===== src/verilog/piu_pkg.sv =====
// shared constants for the priority interrupt and exception unit
package piu_pkg;
    // ------------------------------------------------------------
    // register offsets (byte addresses)
    // ------------------------------------------------------------
    localparam logic [7:0] PIU_OFF_PRIORITY = 8'h00;
    localparam logic [7:0] PIU_OFF_SOFT_REQ = 8'h04;
    localparam logic [7:0] PIU_OFF_SOFT_SUM = 8'h08;
    localparam logic [7:0] PIU_OFF_STATUS = 8'h0C;
    // ------------------------------------------------------------
    // priority levels
    // ------------------------------------------------------------
    localparam logic [4:0] PIU_LVL_TOP = 5'h1F;
    localparam logic [4:0] PIU_LVL_HW_BASE = 5'h10;
    localparam logic [4:0] PIU_LVL_PROCESS = 5'h00;
    localparam int PIU_HW_LEVELS = 16;
    localparam int PIU_SOFT_LEVELS = 16;
    // ------------------------------------------------------------
    // status word field layout
    // ------------------------------------------------------------
    localparam int PIU_SW_TEN_LO = 5;
    localparam int PIU_SW_TEN_HI = 7;
    localparam int PIU_SW_PRI_LO = 16;
    localparam int PIU_SW_PRI_HI = 20;
    localparam int PIU_SW_PMODE_LO = 22;
    localparam int PIU_SW_PMODE_HI = 23;
    localparam int PIU_SW_CMODE_LO = 24;
    localparam int PIU_SW_CMODE_HI = 25;
    localparam int PIU_SW_ISTACK = 26;
    localparam int PIU_SW_FPD = 27;
    localparam int PIU_SW_TP = 30;
    localparam logic [31:0] PIU_SW_RESET = 32'h001F_0000;
    localparam logic [31:0] PIU_SOFT_SUM_RESET = 32'h0000_0000;
    localparam logic [1:0] PIU_MODE_KERNEL = 2'h0;
    // ------------------------------------------------------------
    // exception classes
    // ------------------------------------------------------------
    typedef enum logic [1:0] {
        PIU_EXC_TRAP = 2'b00,
        PIU_EXC_FAULT = 2'b01,
        PIU_EXC_ABORT = 2'b10
    } piu_exc_class_t;
endpackage


===== src/verilog/piu_unit.sv =====
// priority arbitration, exception initiation and register file of one processor
//
// How it works
// - levels 01-0F are software, 10-1F hardware, process runs at zero.
// - the highest outstanding level always wins arbitration.
// - a level above current priority is taken; lower or equal waits.
// - software levels come only from soft request or soft summary register writes.
// - taking a software level clears its pending bit.
// - levels 18-1F carry urgent conditions, serious errors and power failure.
// - priority lives in status bits 20:16 and rises to the taken level.
// - kernel software raises or lowers priority by a register write.
// - each instance holds its own priority, touching no other processor.
// - serious failures raise priority to 1F; other exceptions keep it.
// - traps save the address of the next instruction.
// - any mode may set and clear trap-enable bits by status instructions.
// - faults save the address of the faulting instruction.
// - aborts save the aborted opcode address; listed state may be unpredictable.
// - every event pushes status word and program counter.
// - interrupts always raise priority; exceptions normally leave it.
// - enabled exceptions start at once regardless of priority.
// - an exception while disabled is dropped, even if enabled later.
// - a held interrupt starts later if still asserted.
// - interrupts set previous mode to kernel; exceptions record the old mode.
// - interrupts use interrupt stack; return restores saved pc and status.
// - interrupts are taken only at instruction boundaries.
// - after initialization the priority is 31.
// - priority register uses bits 4:0; upper bits ignored and read zero.
// - soft request write marks level in bits 3:0 pending; zero does nothing.
`timescale 1ns/1ps
`default_nettype none
module piu_unit
    import piu_pkg::*;
#(
    parameter int TRAP_ENABLES = 3
)(
    input wire logic pclk,
    input wire logic presetn,
    input wire logic psel,
    input wire logic penable,
    input wire logic pwrite,
    input wire logic [7:0] paddr,
    input wire logic [31:0] pwdata,
    output logic [31:0] prdata,
    output logic pready,
    output logic pslverr,
    input wire logic [15:0] hw_req,
    input wire logic at_boundary,
    input wire logic exc_req,
    input wire piu_exc_class_t exc_class,
    input wire logic exc_maskable,
    input wire logic [1:0] exc_enable_idx,
    input wire logic exc_severe,
    input wire logic [31:0] pc_current,
    input wire logic [31:0] pc_next,
    input wire logic status_bit_set_instr,
    input wire logic status_bit_clear_instr,
    input wire logic [2:0] status_bit_mask,
    input wire logic return_from_event,
    input wire logic [31:0] rfe_status,
    input wire logic [31:0] rfe_pc,
    output logic evt_valid,
    output logic evt_is_intr,
    output logic [4:0] evt_level,
    output logic evt_intr_stack,
    output logic [31:0] push_status,
    output logic [31:0] push_pc,
    output logic resume_valid,
    output logic [31:0] resume_pc,
    output logic [31:0] processor_status_word
);
    // ------------------------------------------------------------
    // state
    // ------------------------------------------------------------
    logic [31:0] psw_reg;
    logic [15:0] soft_pend_reg;
    logic [31:0] prdata_reg;
    logic evt_valid_reg;
    logic evt_is_intr_reg;
    logic [4:0] evt_level_reg;
    logic evt_intr_stack_reg;
    logic [31:0] push_status_reg;
    logic [31:0] push_pc_reg;
    logic resume_valid_reg;
    logic [31:0] resume_pc_reg;

    // highest set bit of a 16-bit request vector, and whether any is set
    function automatic logic [4:0] piu_top16(input logic [15:0] v);
        logic [4:0] r;
        r = 5'h00;
        for (int i = 0; i < 16; i++)
        begin
            if (v[i])
            begin
                r = {1'b1, 4'(i)};
            end
        end
        return r;
    endfunction

    // ------------------------------------------------------------
    // arbitration
    // ------------------------------------------------------------
    logic [4:0] processor_priority;
    logic [4:0] hw_top;
    logic [4:0] soft_top;
    logic [4:0] best_level;
    logic [1:0] cur_mode;
    logic [2:0] trap_en;
    logic exc_enabled;
    logic exc_take;
    logic int_take;
    logic soft_taken;

    assign processor_priority = psw_reg[PIU_SW_PRI_HI:PIU_SW_PRI_LO];
    assign cur_mode = psw_reg[PIU_SW_CMODE_HI:PIU_SW_CMODE_LO];
    assign trap_en = psw_reg[PIU_SW_TEN_HI:PIU_SW_TEN_LO];
    // hardware vector bit i is level 10h+i; bits 8-15 are urgent levels
    assign hw_top = piu_top16(hw_req);
    // soft levels keep bit 0 unused: level zero is no request
    assign soft_top = piu_top16(soft_pend_reg & 16'hFFFE);
    // any hardware level outranks every software level
    assign best_level = hw_top[4] ? (PIU_LVL_HW_BASE | {1'b0, hw_top[3:0]}) :
        (soft_top[4] ? {1'b0, soft_top[3:0]} :
        PIU_LVL_PROCESS);
    // a disabled trap source is dropped, not remembered
    assign exc_enabled = !exc_maskable || trap_en[exc_enable_idx];
    assign exc_take = exc_req && exc_enabled;
    // only above current priority, only between instructions
    assign int_take = !exc_req && at_boundary && (best_level > processor_priority);
    assign soft_taken = int_take && !best_level[4];

    // ------------------------------------------------------------
    // apb decode
    // ------------------------------------------------------------
    logic setup_ph;
    logic access_ph;
    logic wr_prio;
    logic wr_sreq;
    logic wr_ssum;
    logic kernel_ok;
    logic addr_ok;

    assign setup_ph = psel && !penable;
    assign access_ph = psel && penable;
    assign kernel_ok = (cur_mode == PIU_MODE_KERNEL);
    always_comb
    begin
        addr_ok = 1'b1;
        if (paddr == PIU_OFF_PRIORITY)
        begin
            addr_ok = 1'b1;
        end
        else if (paddr == PIU_OFF_SOFT_REQ)
        begin
            addr_ok = 1'b1;
        end
        else if (paddr == PIU_OFF_SOFT_SUM)
        begin
            addr_ok = 1'b1;
        end
        else if (paddr == PIU_OFF_STATUS)
        begin
            addr_ok = !pwrite; // status word is read-only here
        end
        else
        begin
            addr_ok = 1'b0;
        end
    end
    // privileged writes need kernel mode
    assign wr_prio = access_ph && pwrite && kernel_ok && (paddr == PIU_OFF_PRIORITY);
    assign wr_sreq = access_ph && pwrite && kernel_ok && (paddr == PIU_OFF_SOFT_REQ);
    assign wr_ssum = access_ph && pwrite && kernel_ok && (paddr == PIU_OFF_SOFT_SUM);
    assign pready = 1'b1;
    assign pslverr = access_ph && (!addr_ok || (pwrite && !kernel_ok));

    // read data captured in setup, shown in access
    always_ff @(posedge pclk or negedge presetn)
    begin
        if (!presetn)
        begin
            prdata_reg <= 32'h0000_0000;
        end
        else if (setup_ph)
        begin
            if (pwrite)
            begin
                prdata_reg <= 32'h0000_0000;
            end
            else if (paddr == PIU_OFF_PRIORITY)
            begin
                prdata_reg <= {27'h0, processor_priority};
            end
            else if (paddr == PIU_OFF_SOFT_SUM)
            begin
                prdata_reg <= {16'h0000, soft_pend_reg & 16'hFFFE};
            end
            else if (paddr == PIU_OFF_STATUS)
            begin
                prdata_reg <= psw_reg;
            end
            else
            begin
                prdata_reg <= 32'h0000_0000; // request register reads zero
            end
        end
    end
    assign prdata = prdata_reg;

    // ------------------------------------------------------------
    // software pending summary
    // ------------------------------------------------------------
    logic [15:0] soft_set;
    logic [15:0] soft_clr;
    logic [15:0] soft_base;
    always_comb
    begin
        soft_set = 16'h0000;
        soft_clr = 16'h0000;
        soft_base = wr_ssum ? pwdata[15:0] : soft_pend_reg;
        if (wr_sreq && (pwdata[3:0] != 4'h0))
        begin
            soft_set[pwdata[3:0]] = 1'b1;
        end
        if (soft_taken)
        begin
            soft_clr[best_level[3:0]] = 1'b1;
        end
    end
    // a new request in the clearing cycle survives
    always_ff @(posedge pclk or negedge presetn)
    begin
        if (!presetn)
        begin
            soft_pend_reg <= PIU_SOFT_SUM_RESET[15:0];
        end
        else
        begin
            soft_pend_reg <= ((soft_base & ~soft_clr) | soft_set) & 16'hFFFE;
        end
    end

    // ------------------------------------------------------------
    // status word
    // ------------------------------------------------------------
    logic [31:0] psw_next;
    always_comb
    begin
        psw_next = psw_reg;
        if (exc_take)
        begin
            psw_next[PIU_SW_PMODE_HI:PIU_SW_PMODE_LO] = cur_mode;
            psw_next[PIU_SW_CMODE_HI:PIU_SW_CMODE_LO] = PIU_MODE_KERNEL;
            if (exc_severe)
            begin
                psw_next[PIU_SW_PRI_HI:PIU_SW_PRI_LO] = PIU_LVL_TOP;
            end
            // priority otherwise kept
        end
        else if (int_take)
        begin
            psw_next[PIU_SW_PRI_HI:PIU_SW_PRI_LO] = best_level;
            psw_next[PIU_SW_PMODE_HI:PIU_SW_PMODE_LO] = PIU_MODE_KERNEL;
            psw_next[PIU_SW_CMODE_HI:PIU_SW_CMODE_LO] = PIU_MODE_KERNEL;
            psw_next[PIU_SW_ISTACK] = 1'b1;
            psw_next[PIU_SW_FPD] = 1'b0;
        end
        else if (return_from_event)
        begin
            psw_next = rfe_status;
        end
        else if (status_bit_set_instr)
        begin
            psw_next[PIU_SW_TEN_HI:PIU_SW_TEN_LO] = trap_en | status_bit_mask;
        end
        else if (status_bit_clear_instr)
        begin
            psw_next[PIU_SW_TEN_HI:PIU_SW_TEN_LO] = trap_en & ~status_bit_mask;
        end
        else if (wr_prio)
        begin
            psw_next[PIU_SW_PRI_HI:PIU_SW_PRI_LO] = pwdata[4:0];
        end
    end
    // per-instance register, no shared priority state
    always_ff @(posedge pclk or negedge presetn)
    begin
        if (!presetn)
        begin
            psw_reg <= PIU_SW_RESET;
        end
        else
        begin
            psw_reg <= psw_next;
        end
    end
    assign processor_status_word = psw_reg;

    // ------------------------------------------------------------
    // event push to the pipeline
    // ------------------------------------------------------------
    always_ff @(posedge pclk or negedge presetn)
    begin
        if (!presetn)
        begin
            evt_valid_reg <= 1'b0;
            evt_is_intr_reg <= 1'b0;
            evt_level_reg <= 5'h00;
            evt_intr_stack_reg <= 1'b0;
            push_status_reg <= 32'h0000_0000;
            push_pc_reg <= 32'h0000_0000;
        end
        else
        begin
            evt_valid_reg <= exc_take || int_take;
            if (exc_take || int_take)
            begin
                evt_is_intr_reg <= int_take;
                evt_level_reg <= psw_next[PIU_SW_PRI_HI:PIU_SW_PRI_LO];
                evt_intr_stack_reg <= psw_next[PIU_SW_ISTACK];
                push_status_reg <= psw_reg;
                // traps resume after, faults and aborts at the instruction
                if (int_take || (exc_class == PIU_EXC_TRAP))
                begin
                    push_pc_reg <= int_take ? pc_current : pc_next;
                end
                else
                begin
                    push_pc_reg <= pc_current;
                end
            end
        end
    end
    assign evt_valid = evt_valid_reg;
    assign evt_is_intr = evt_is_intr_reg;
    assign evt_level = evt_level_reg;
    assign evt_intr_stack = evt_intr_stack_reg;
    assign push_status = push_status_reg;
    assign push_pc = push_pc_reg;

    // return from event hands the saved pc back
    always_ff @(posedge pclk or negedge presetn)
    begin
        if (!presetn)
        begin
            resume_valid_reg <= 1'b0;
            resume_pc_reg <= 32'h0000_0000;
        end
        else
        begin
            resume_valid_reg <= return_from_event && !exc_take && !int_take;
            if (return_from_event && !exc_take && !int_take)
            begin
                resume_pc_reg <= rfe_pc;
            end
        end
    end
    assign resume_valid = resume_valid_reg;
    assign resume_pc = resume_pc_reg;

    // ------------------------------------------------------------
    // checks
    // ------------------------------------------------------------
    a_intr_raises_pri: assert property (@(posedge pclk) disable iff (!presetn)
        int_take |=> (processor_priority > $past(processor_priority)) && evt_valid)
        else $error("interrupt did not raise priority");
    a_no_low_take: assert property (@(posedge pclk) disable iff (!presetn)
        (at_boundary && !exc_req && best_level <= processor_priority) |=> !evt_is_intr || !evt_valid)
        else $error("interrupt taken at or below priority");
    a_soft_cleared: assert property (@(posedge pclk) disable iff (!presetn)
        (soft_taken && !(wr_sreq && pwdata[3:0] == best_level[3:0]) && !wr_ssum)
        |=> !soft_pend_reg[$past(best_level[3:0])])
        else $error("taken software level still pending");
    a_trap_pc_next: assert property (@(posedge pclk) disable iff (!presetn)
        (exc_take && exc_class == PIU_EXC_TRAP) |=> push_pc == $past(pc_next))
        else $error("trap saved wrong pc");
    a_fault_pc_cur: assert property (@(posedge pclk) disable iff (!presetn)
        (exc_take && exc_class != PIU_EXC_TRAP) |=> push_pc == $past(pc_current))
        else $error("fault or abort saved wrong pc");
    a_severe_top: assert property (@(posedge pclk) disable iff (!presetn)
        (exc_take && exc_severe) |=> processor_priority == PIU_LVL_TOP)
        else $error("severe failure did not reach top level");
    a_exc_keeps_pri: assert property (@(posedge pclk) disable iff (!presetn)
        (exc_take && !exc_severe) |=> $stable(processor_priority))
        else $error("exception changed priority");
    a_disabled_drop: assert property (@(posedge pclk) disable iff (!presetn)
        (exc_req && !exc_enabled) |=> !evt_valid)
        else $error("disabled exception initiated");
    a_prio_write: assert property (@(posedge pclk) disable iff (!presetn)
        (wr_prio && !exc_take && !int_take && !return_from_event
        && !status_bit_set_instr && !status_bit_clear_instr)
        |=> processor_priority == $past(pwdata[4:0]))
        else $error("priority write lost");
    a_intr_kernel: assert property (@(posedge pclk) disable iff (!presetn)
        int_take |=> psw_reg[PIU_SW_PMODE_HI:PIU_SW_PMODE_LO] == PIU_MODE_KERNEL
        && psw_reg[PIU_SW_ISTACK])
        else $error("interrupt did not enter kernel on interrupt stack");
endmodule
`default_nettype wire


===== config.mk =====
export PLATFORM = sky130hd
export DESIGN_NAME = piu_unit
export DESIGN_NICKNAME = d
export VERILOG_FILES = /design/src/verilog/piu_pkg.sv /design/src/verilog/piu_unit.sv
export SDC_FILE = /design/constraint.sdc
export NUM_CORES = 1
export LEC_CHECK = 0
export ABC_AREA = 1
export BUFFER_PORTS_ARGS = -buffer_cell sky130_fd_sc_hd__buf_2
export CAP_MARGIN = 20
export CORE_MARGIN = 1
export CORE_UTILIZATION = 26
export CTS_CLUSTER_DIAMETER = 200
export DETAILED_ROUTE_END_ITERATION = 12
export GPL_TIMING_DRIVEN = 1
export HOLD_SLACK_MARGIN = 0.1
export SYNTH_ARGS = -nofsm -noshare
export SYNTH_HDL_FRONTEND = slang
export SYNTH_SLANG_ARGS = --single-unit

===== constraint.sdc =====
create_clock -name pclk -period 8.45 [get_ports pclk]
set_input_delay 1.2675 -clock pclk [delete_from_list [all_inputs] [get_ports pclk]]
set_output_delay 1.2675 -clock pclk [all_outputs]
set_load 0.02 [all_outputs]

==> flow_summary.yaml, run 1 <==
global_route:
  overflow: 0
  grt_usage_pct: 18.9
  grt_antenna_before_repair: 1
  grt_pass1_wl_um: 47700
  grt_pass1_vias: 8159
  grt_max_degree: 110
placed_design:
  dp_hpwl_um: 22900
  gp_congestion: 0.900
  dp_slack_ps: 3130
  portBuffers: 356
logic_synthesis:
  synthArstFlopShare_pct: 100
  ys_seq_elements: 184
  syn_inst: 1027
  synth_area_per_cell_um2: 8.33
  ys.flop_type: "dfrtp_1"
  yosysUniqueCellTypes: 48
  synth-edff-count: 0
  synth_fp_nets: 1235
  synth_warnings: 0
  netlist_area_um2: 8560
  yosysSeqAreaShare_pct: 53.9
critical_path:
  critPathKind: "in -> reg"
  required_ps: 8770
  critPathMaxFanout: 55
  arrival_ps: 5180
  r2r_start: "soft_pend_reg[2]"
  startpoint: "hw_req[8]"
  worstSetupEndpointType: "flip-flop"
  critPathLaunchType: "primary input"
layout:
  area_delta_synth_final_pct: 32.8
  nets: 1574
  fillers: 3429
  drive_gt1_share_pct: 31.5
  post-route-util_pct: 35.0
clock_network:
  htree_levels: 4
  cts_resized: 0
  cts_sinks: 184
  clkLatencyLatePin_ps: 440
  cts_tree: "built"
  clk_pin_slew_ps: 70
  cts_buffers: 17
  cts_hold_buf: 0
  cts_setup_buffers: 0
  clock_path_buffers: 2
  cts_root_buf: "clkbuf_16"
floorplan:
  die_w_um: 183
  fp-row-count: 66
  dieArea_um2: 33700
  io_pins: 374
  core_area_um2: 32500
  die_y_um: 183
  start_util_pct: 26.4
route:
  vias: 8429
  vias_per_cell: 4.63
  postRouteWirelength_um: 31500
  drc: 0
  wire_per_inst_um: 17.3
  ant_nets: 0
  dr.pass1.iters: 7
  drtIter0Drc: 498
timing:
  worstMarginPinSlew_ps: 992
  fin_skew_ps: 12.1
  final-hold-violation-count: 0
  finalCritPeriodShare_pct: 57.5
  timing.setup.tns_ps: 0
  fin_crit_ps: 4860
  slew_headroom_pct: 33.8
  maxSlewViolCount: 0
  setup_viol: 0
  rsz0062_at_grt: "no"
  max_freq_mhz: 206
  finalWorstSetupSlack_ps: 3590
pwr:
  pwr_density_cell_nw_per_um2: 251
  vdd_ir_drop_max_v: 0.000136
  power_leakage_uw: 0.00602
  p_total_uw: 2850
worst_hold_path:
  worstHoldStart: "resume_pc[22]"
  hold_class: "reg -> reg"
run_status:
  status: "finished, final reports clean"
flow_run:
  maxCapViolCount: 0
[layer usage]
| metal | vias to the layer above | wire, um | track usage (%) |
|---|---|---|---|
| met4 | 0 | 501 | 6.17 |
| li1 | 4040 | - | - |
| met1 | 4013 | 13800 | 24.3 |
| met5 | - | 0 | 0 |
| met3 | 33 | 2460 | 5.39 |
| met2 | 343 | 14800 | 30.3 |
[cells in the mapped netlist, drive strengths merged (11+ instances only)]
| cell | instances | area share, % |
|---|---|---|
| nand2 | 379 | 17 |
| dfrtp | 179 | 52 |
| nor2 | 84 | 3.8 |
| inv | 72 | 3.2 |
| nand3 | 62 | 3.8 |
| o21ai | 54 | 3.2 |
| a31oi | 34 | 2.5 |
| a21oi | 27 | 1.6 |
| clkbuf | 25 | 1.1 |
| buf | 21 | 1.3 |
| mux2 | 12 | 1.8 |
| nand4 | 12 | 0.88 |
| a32o | 11 | 1.3 |
| o31ai | 11 | 0.96 |
[cell families (layout without fill, tap and decap cells)]
logic type | after synthesis | count (layout) | synth area share, %
compound gates | 156 | 156 | 11.3
simple gates | 549 | 549 | 26.7
fa+ha+maj | 5 | 5 | 0.731
buf+inv | 120 | 472 | 5.64
flops | 184 | 184 | 53.9
mux | 12 | 12 | 1.75
other cells | 1 | 2 | 0.0438
[layout by cell type (no fill, tap or decap), types with 5 or more instances in the layout]
cell type  Yosys  final
o31ai_1       11     11
buf_2         13    355
o21ai_0       48     48
a32o_1        11     11
dfrtp_1      179    179
ha_1           5      5
o21ai_1        6      6
nand4_1       12     12
nand2_1      375    375
mux2_2         8      8
a21oi_1       26     26
o221ai_1       5      5
nor2_1        81     80
clkbuf_16      0     17
nand3_1       60     60
buf_4          2      8
inv_1         67     67
dfstp_2        5      5
inv_2          5      5
a31oi_1       34     34
[final timing paths]
path | to | slack [ps] | cells after the start
max in group asynchronous | processor_status_word[20] | 6210 | 3
worst max register to register | evt_level[0] | 4120 | 30
worst max-delay path | evt_level[0] | 3590 | 19
worst min register to register | resume_pc[22] | 470 | 2
worst min-delay path | resume_pc[22] | 470 | 2
min in group asynchronous | resume_pc[29] | 940 | 1
[worst max-delay path, stage by stage]
cell and delay [ps]:
buf_2 100, nor2_1 170, nand2_1 70, nor2_1 190
nand2_1 240, a21oi_1 180, nand2_1 70, nand2_1 360
ha_1 320, nand3_1 110, o221ai_1 110, nand2_1 130
nand2_4 120, inv_2 760, nand2_1 420, a21oi_1 230
nor2_1 80, nand3_1 160, nand2_1 70
[power by group]
part           internal [uW]  total, uW  switching (uW)
sequential              1070       1190             126
clock                    391        769             379
combinational            277        891             613
[cell type report]
cell class                      instances  area (um^2)  share of cell area [%]
Sequential cell                       184         4610                    40.6
Multi-Input combinational cell        723         3470                    30.6
Timing Repair Buffer                  366         1910                    16.8
Tap cell                              442          553                    4.87
Clock buffer                           21          450                    3.96
Inverter                               74          279                    2.45
Clock inverter                         11         91.3                   0.804
Antenna cell                            1         2.50                  0.0220
[per-stage QoR]
step | hold slack [ps] | instances | instance area (um^2)
2_1_floorplan | 543 | 1027 | 8560
3_3_place_gp | 449 | 1787 | 10800
5_1_grt | 491 | 1821 | 11400
3_5_place_dp | 454 | 1787 | 10800
4_1_cts | 472 | 1819 | 11300
6_report | 469 | 1822 | 11400
Power figures use the tool's default switching activity.
==> run 2, diff against run 1 <==
- clock period: 8.45 -> 4.05 ns (I/O delays scaled with it)
==> run 2 against run 1 <==
Register-to-register slack lost 3500 ps. Critical path depth grew 9. Largest power group unchanged. First-iteration DRC count grew 15%.
==> flow_summary.yaml, run 2 (synthesized netlist as in run 1, its figures left out) <==
clock_network:
  cts_root_buf: "clkbuf_16"
  clk_pin_slew_ps: 70
  cts_setup_buffers: 0
  cts_resized: 0
  clock_path_buffers: 2
  cts_sinks: 184
  htree_levels: 4
  cts_hold_buf: 0
  cts_buffers: 17
  clkLatencyLatePin_ps: 450
  cts_tree: "built"
global_route:
  grt_max_degree: 96
  grt_pass1_wl_um: 47200
  grt_antenna_before_repair: 0
  grt_pass1_vias: 7994
  overflow: 0
  grt_usage_pct: 18.7
route:
  vias: 8499
  ant_nets: 0
  wire_per_inst_um: 17.1
  drtIter0Drc: 571
  vias_per_cell: 4.64
  dr.pass1.iters: 5
  drc: 0
  postRouteWirelength_um: 31300
timing:
  maxSlewViolCount: 0
  finalCritPeriodShare_pct: 85.7
  final-hold-violation-count: 0
  setup_viol: 0
  max_freq_mhz: 288
  worstMarginPinSlew_ps: 809
  slew_headroom_pct: 46.1
  timing.setup.tns_ps: 0
  fin_skew_ps: 15.8
  rsz0062_at_grt: "no"
  fin_crit_ps: 3470
layout:
  antenna_cells: 0
  fillers: 3449
  area_delta_synth_final_pct: 34.0
  final_common_cell: "nand2_1"
  post-route-util_pct: 35.3
  nets: 1583
  drive_gt1_share_pct: 32.0
  mostFrequentLayoutCells: "nand2_1, buf_2, dfrtp_1, nor2_1, inv_1"
critical_path:
  r2r_start: "soft_pend_reg[2]"
  rrSetupSlack_ps: 580
  startpoint: "soft_pend_reg[2]"
  critPathMaxStageDelay_ps: 400
  critPathMaxFanout: 56
  worstSetupEndpointType: "flip-flop"
  cp_slowest_cell: "dfrtp_1"
  reg2reg_depth: 28
  critPathKind: "reg -> reg"
  critPathLaunchType: "flip-flop"
  arrival_ps: 3810
  required_ps: 4390
  cpMostUsedCell: "nand2_1"
pwr:
  pwr_density_cell_nw_per_um2: 526
  power_leakage_uw: 0.00609
  vdd_ir_drop_max_v: 0.000327
floorplan:
  dieArea_um2: 33700
  start_util_pct: 26.4
  core_area_um2: 32500
  io_pins: 374
  die_w_um: 183
  fp-row-count: 66
  die_y_um: 183
placed_design:
  dp_hpwl_um: 23500
  portBuffers: 356
  gp_congestion: 0.900
run_status:
  status: "finished, final reports clean"
worst_hold_path:
  hold_class: "in -> async"
flow_run:
  maxCapViolCount: 0
==> run 2: worst max-delay path: cells and delay by family (launching register included) <==
family / cells / cell delay, ps
simple gates: 21 / 1900
buf+inv: 4 / 450
flops: 1 / 400
compound gates: 2 / 300
fa+ha+maj: 1 / 270
==> run 2: how the worst min path moves through the flow <==
stage                       to  depth (start not counted)
5_1_grt          resume_pc[27]                          1
2_1_floorplan        async pin                          0
3_3_place_gp      resume_pc[7]                          2
4_1_cts           resume_valid                          1
3_5_place_dp      resume_pc[9]                          2
6_report       push_status[11]                          1
==> run 2: final cells by class <==
class | instances | area [um^2] | area share, %
multi-input combinational | 723 | 3470 | 30.3
tap | 442 | 553 | 4.82
timing repair buffer | 375 | 1980 | 17.3
sequential | 184 | 4610 | 40.2
clock buffer | 21 | 460 | 4.01
inverter | 74 | 279 | 2.43
clock inverter | 11 | 111 | 0.971
==> run 2: metal layers <==
layer / global-route usage [%] / vias up / share of wire [%] / routed length, um
met3: 4.50 / 29 / 7.5 / 2340
met1: 25.1 / 4056 / 44 / 13900
li1: - / 4052 / - / -
met4: 6.00 / 0 / 1.9 / 583
met2: 29.6 / 362 / 46 / 14600
met5: 0 / - / 0 / 0
==> run 2: power by group <==
group          internal, uW  total, uW  switching [uW]
Sequential             2230       2490             258
Combinational           596       1880            1280
Clock                   891       1660             771
==> run 2: metrics by stage <==
step / setup WS, ps / instances / hold WS (ps) / total power [uW] / area [um^2]
floorplan: 995 / 1027 / 312 / 3560 / 8560
global placement: 308 / 1798 / 450 / 4400 / 10900
detailed placement: 282 / 1798 / 456 / 4430 / 10900
CTS: 530 / 1830 / 286 / 6130 / 11500
global route: 230 / 1830 / 313 / 6410 / 11500
finish: 579 / 1830 / 267 / 6030 / 11500
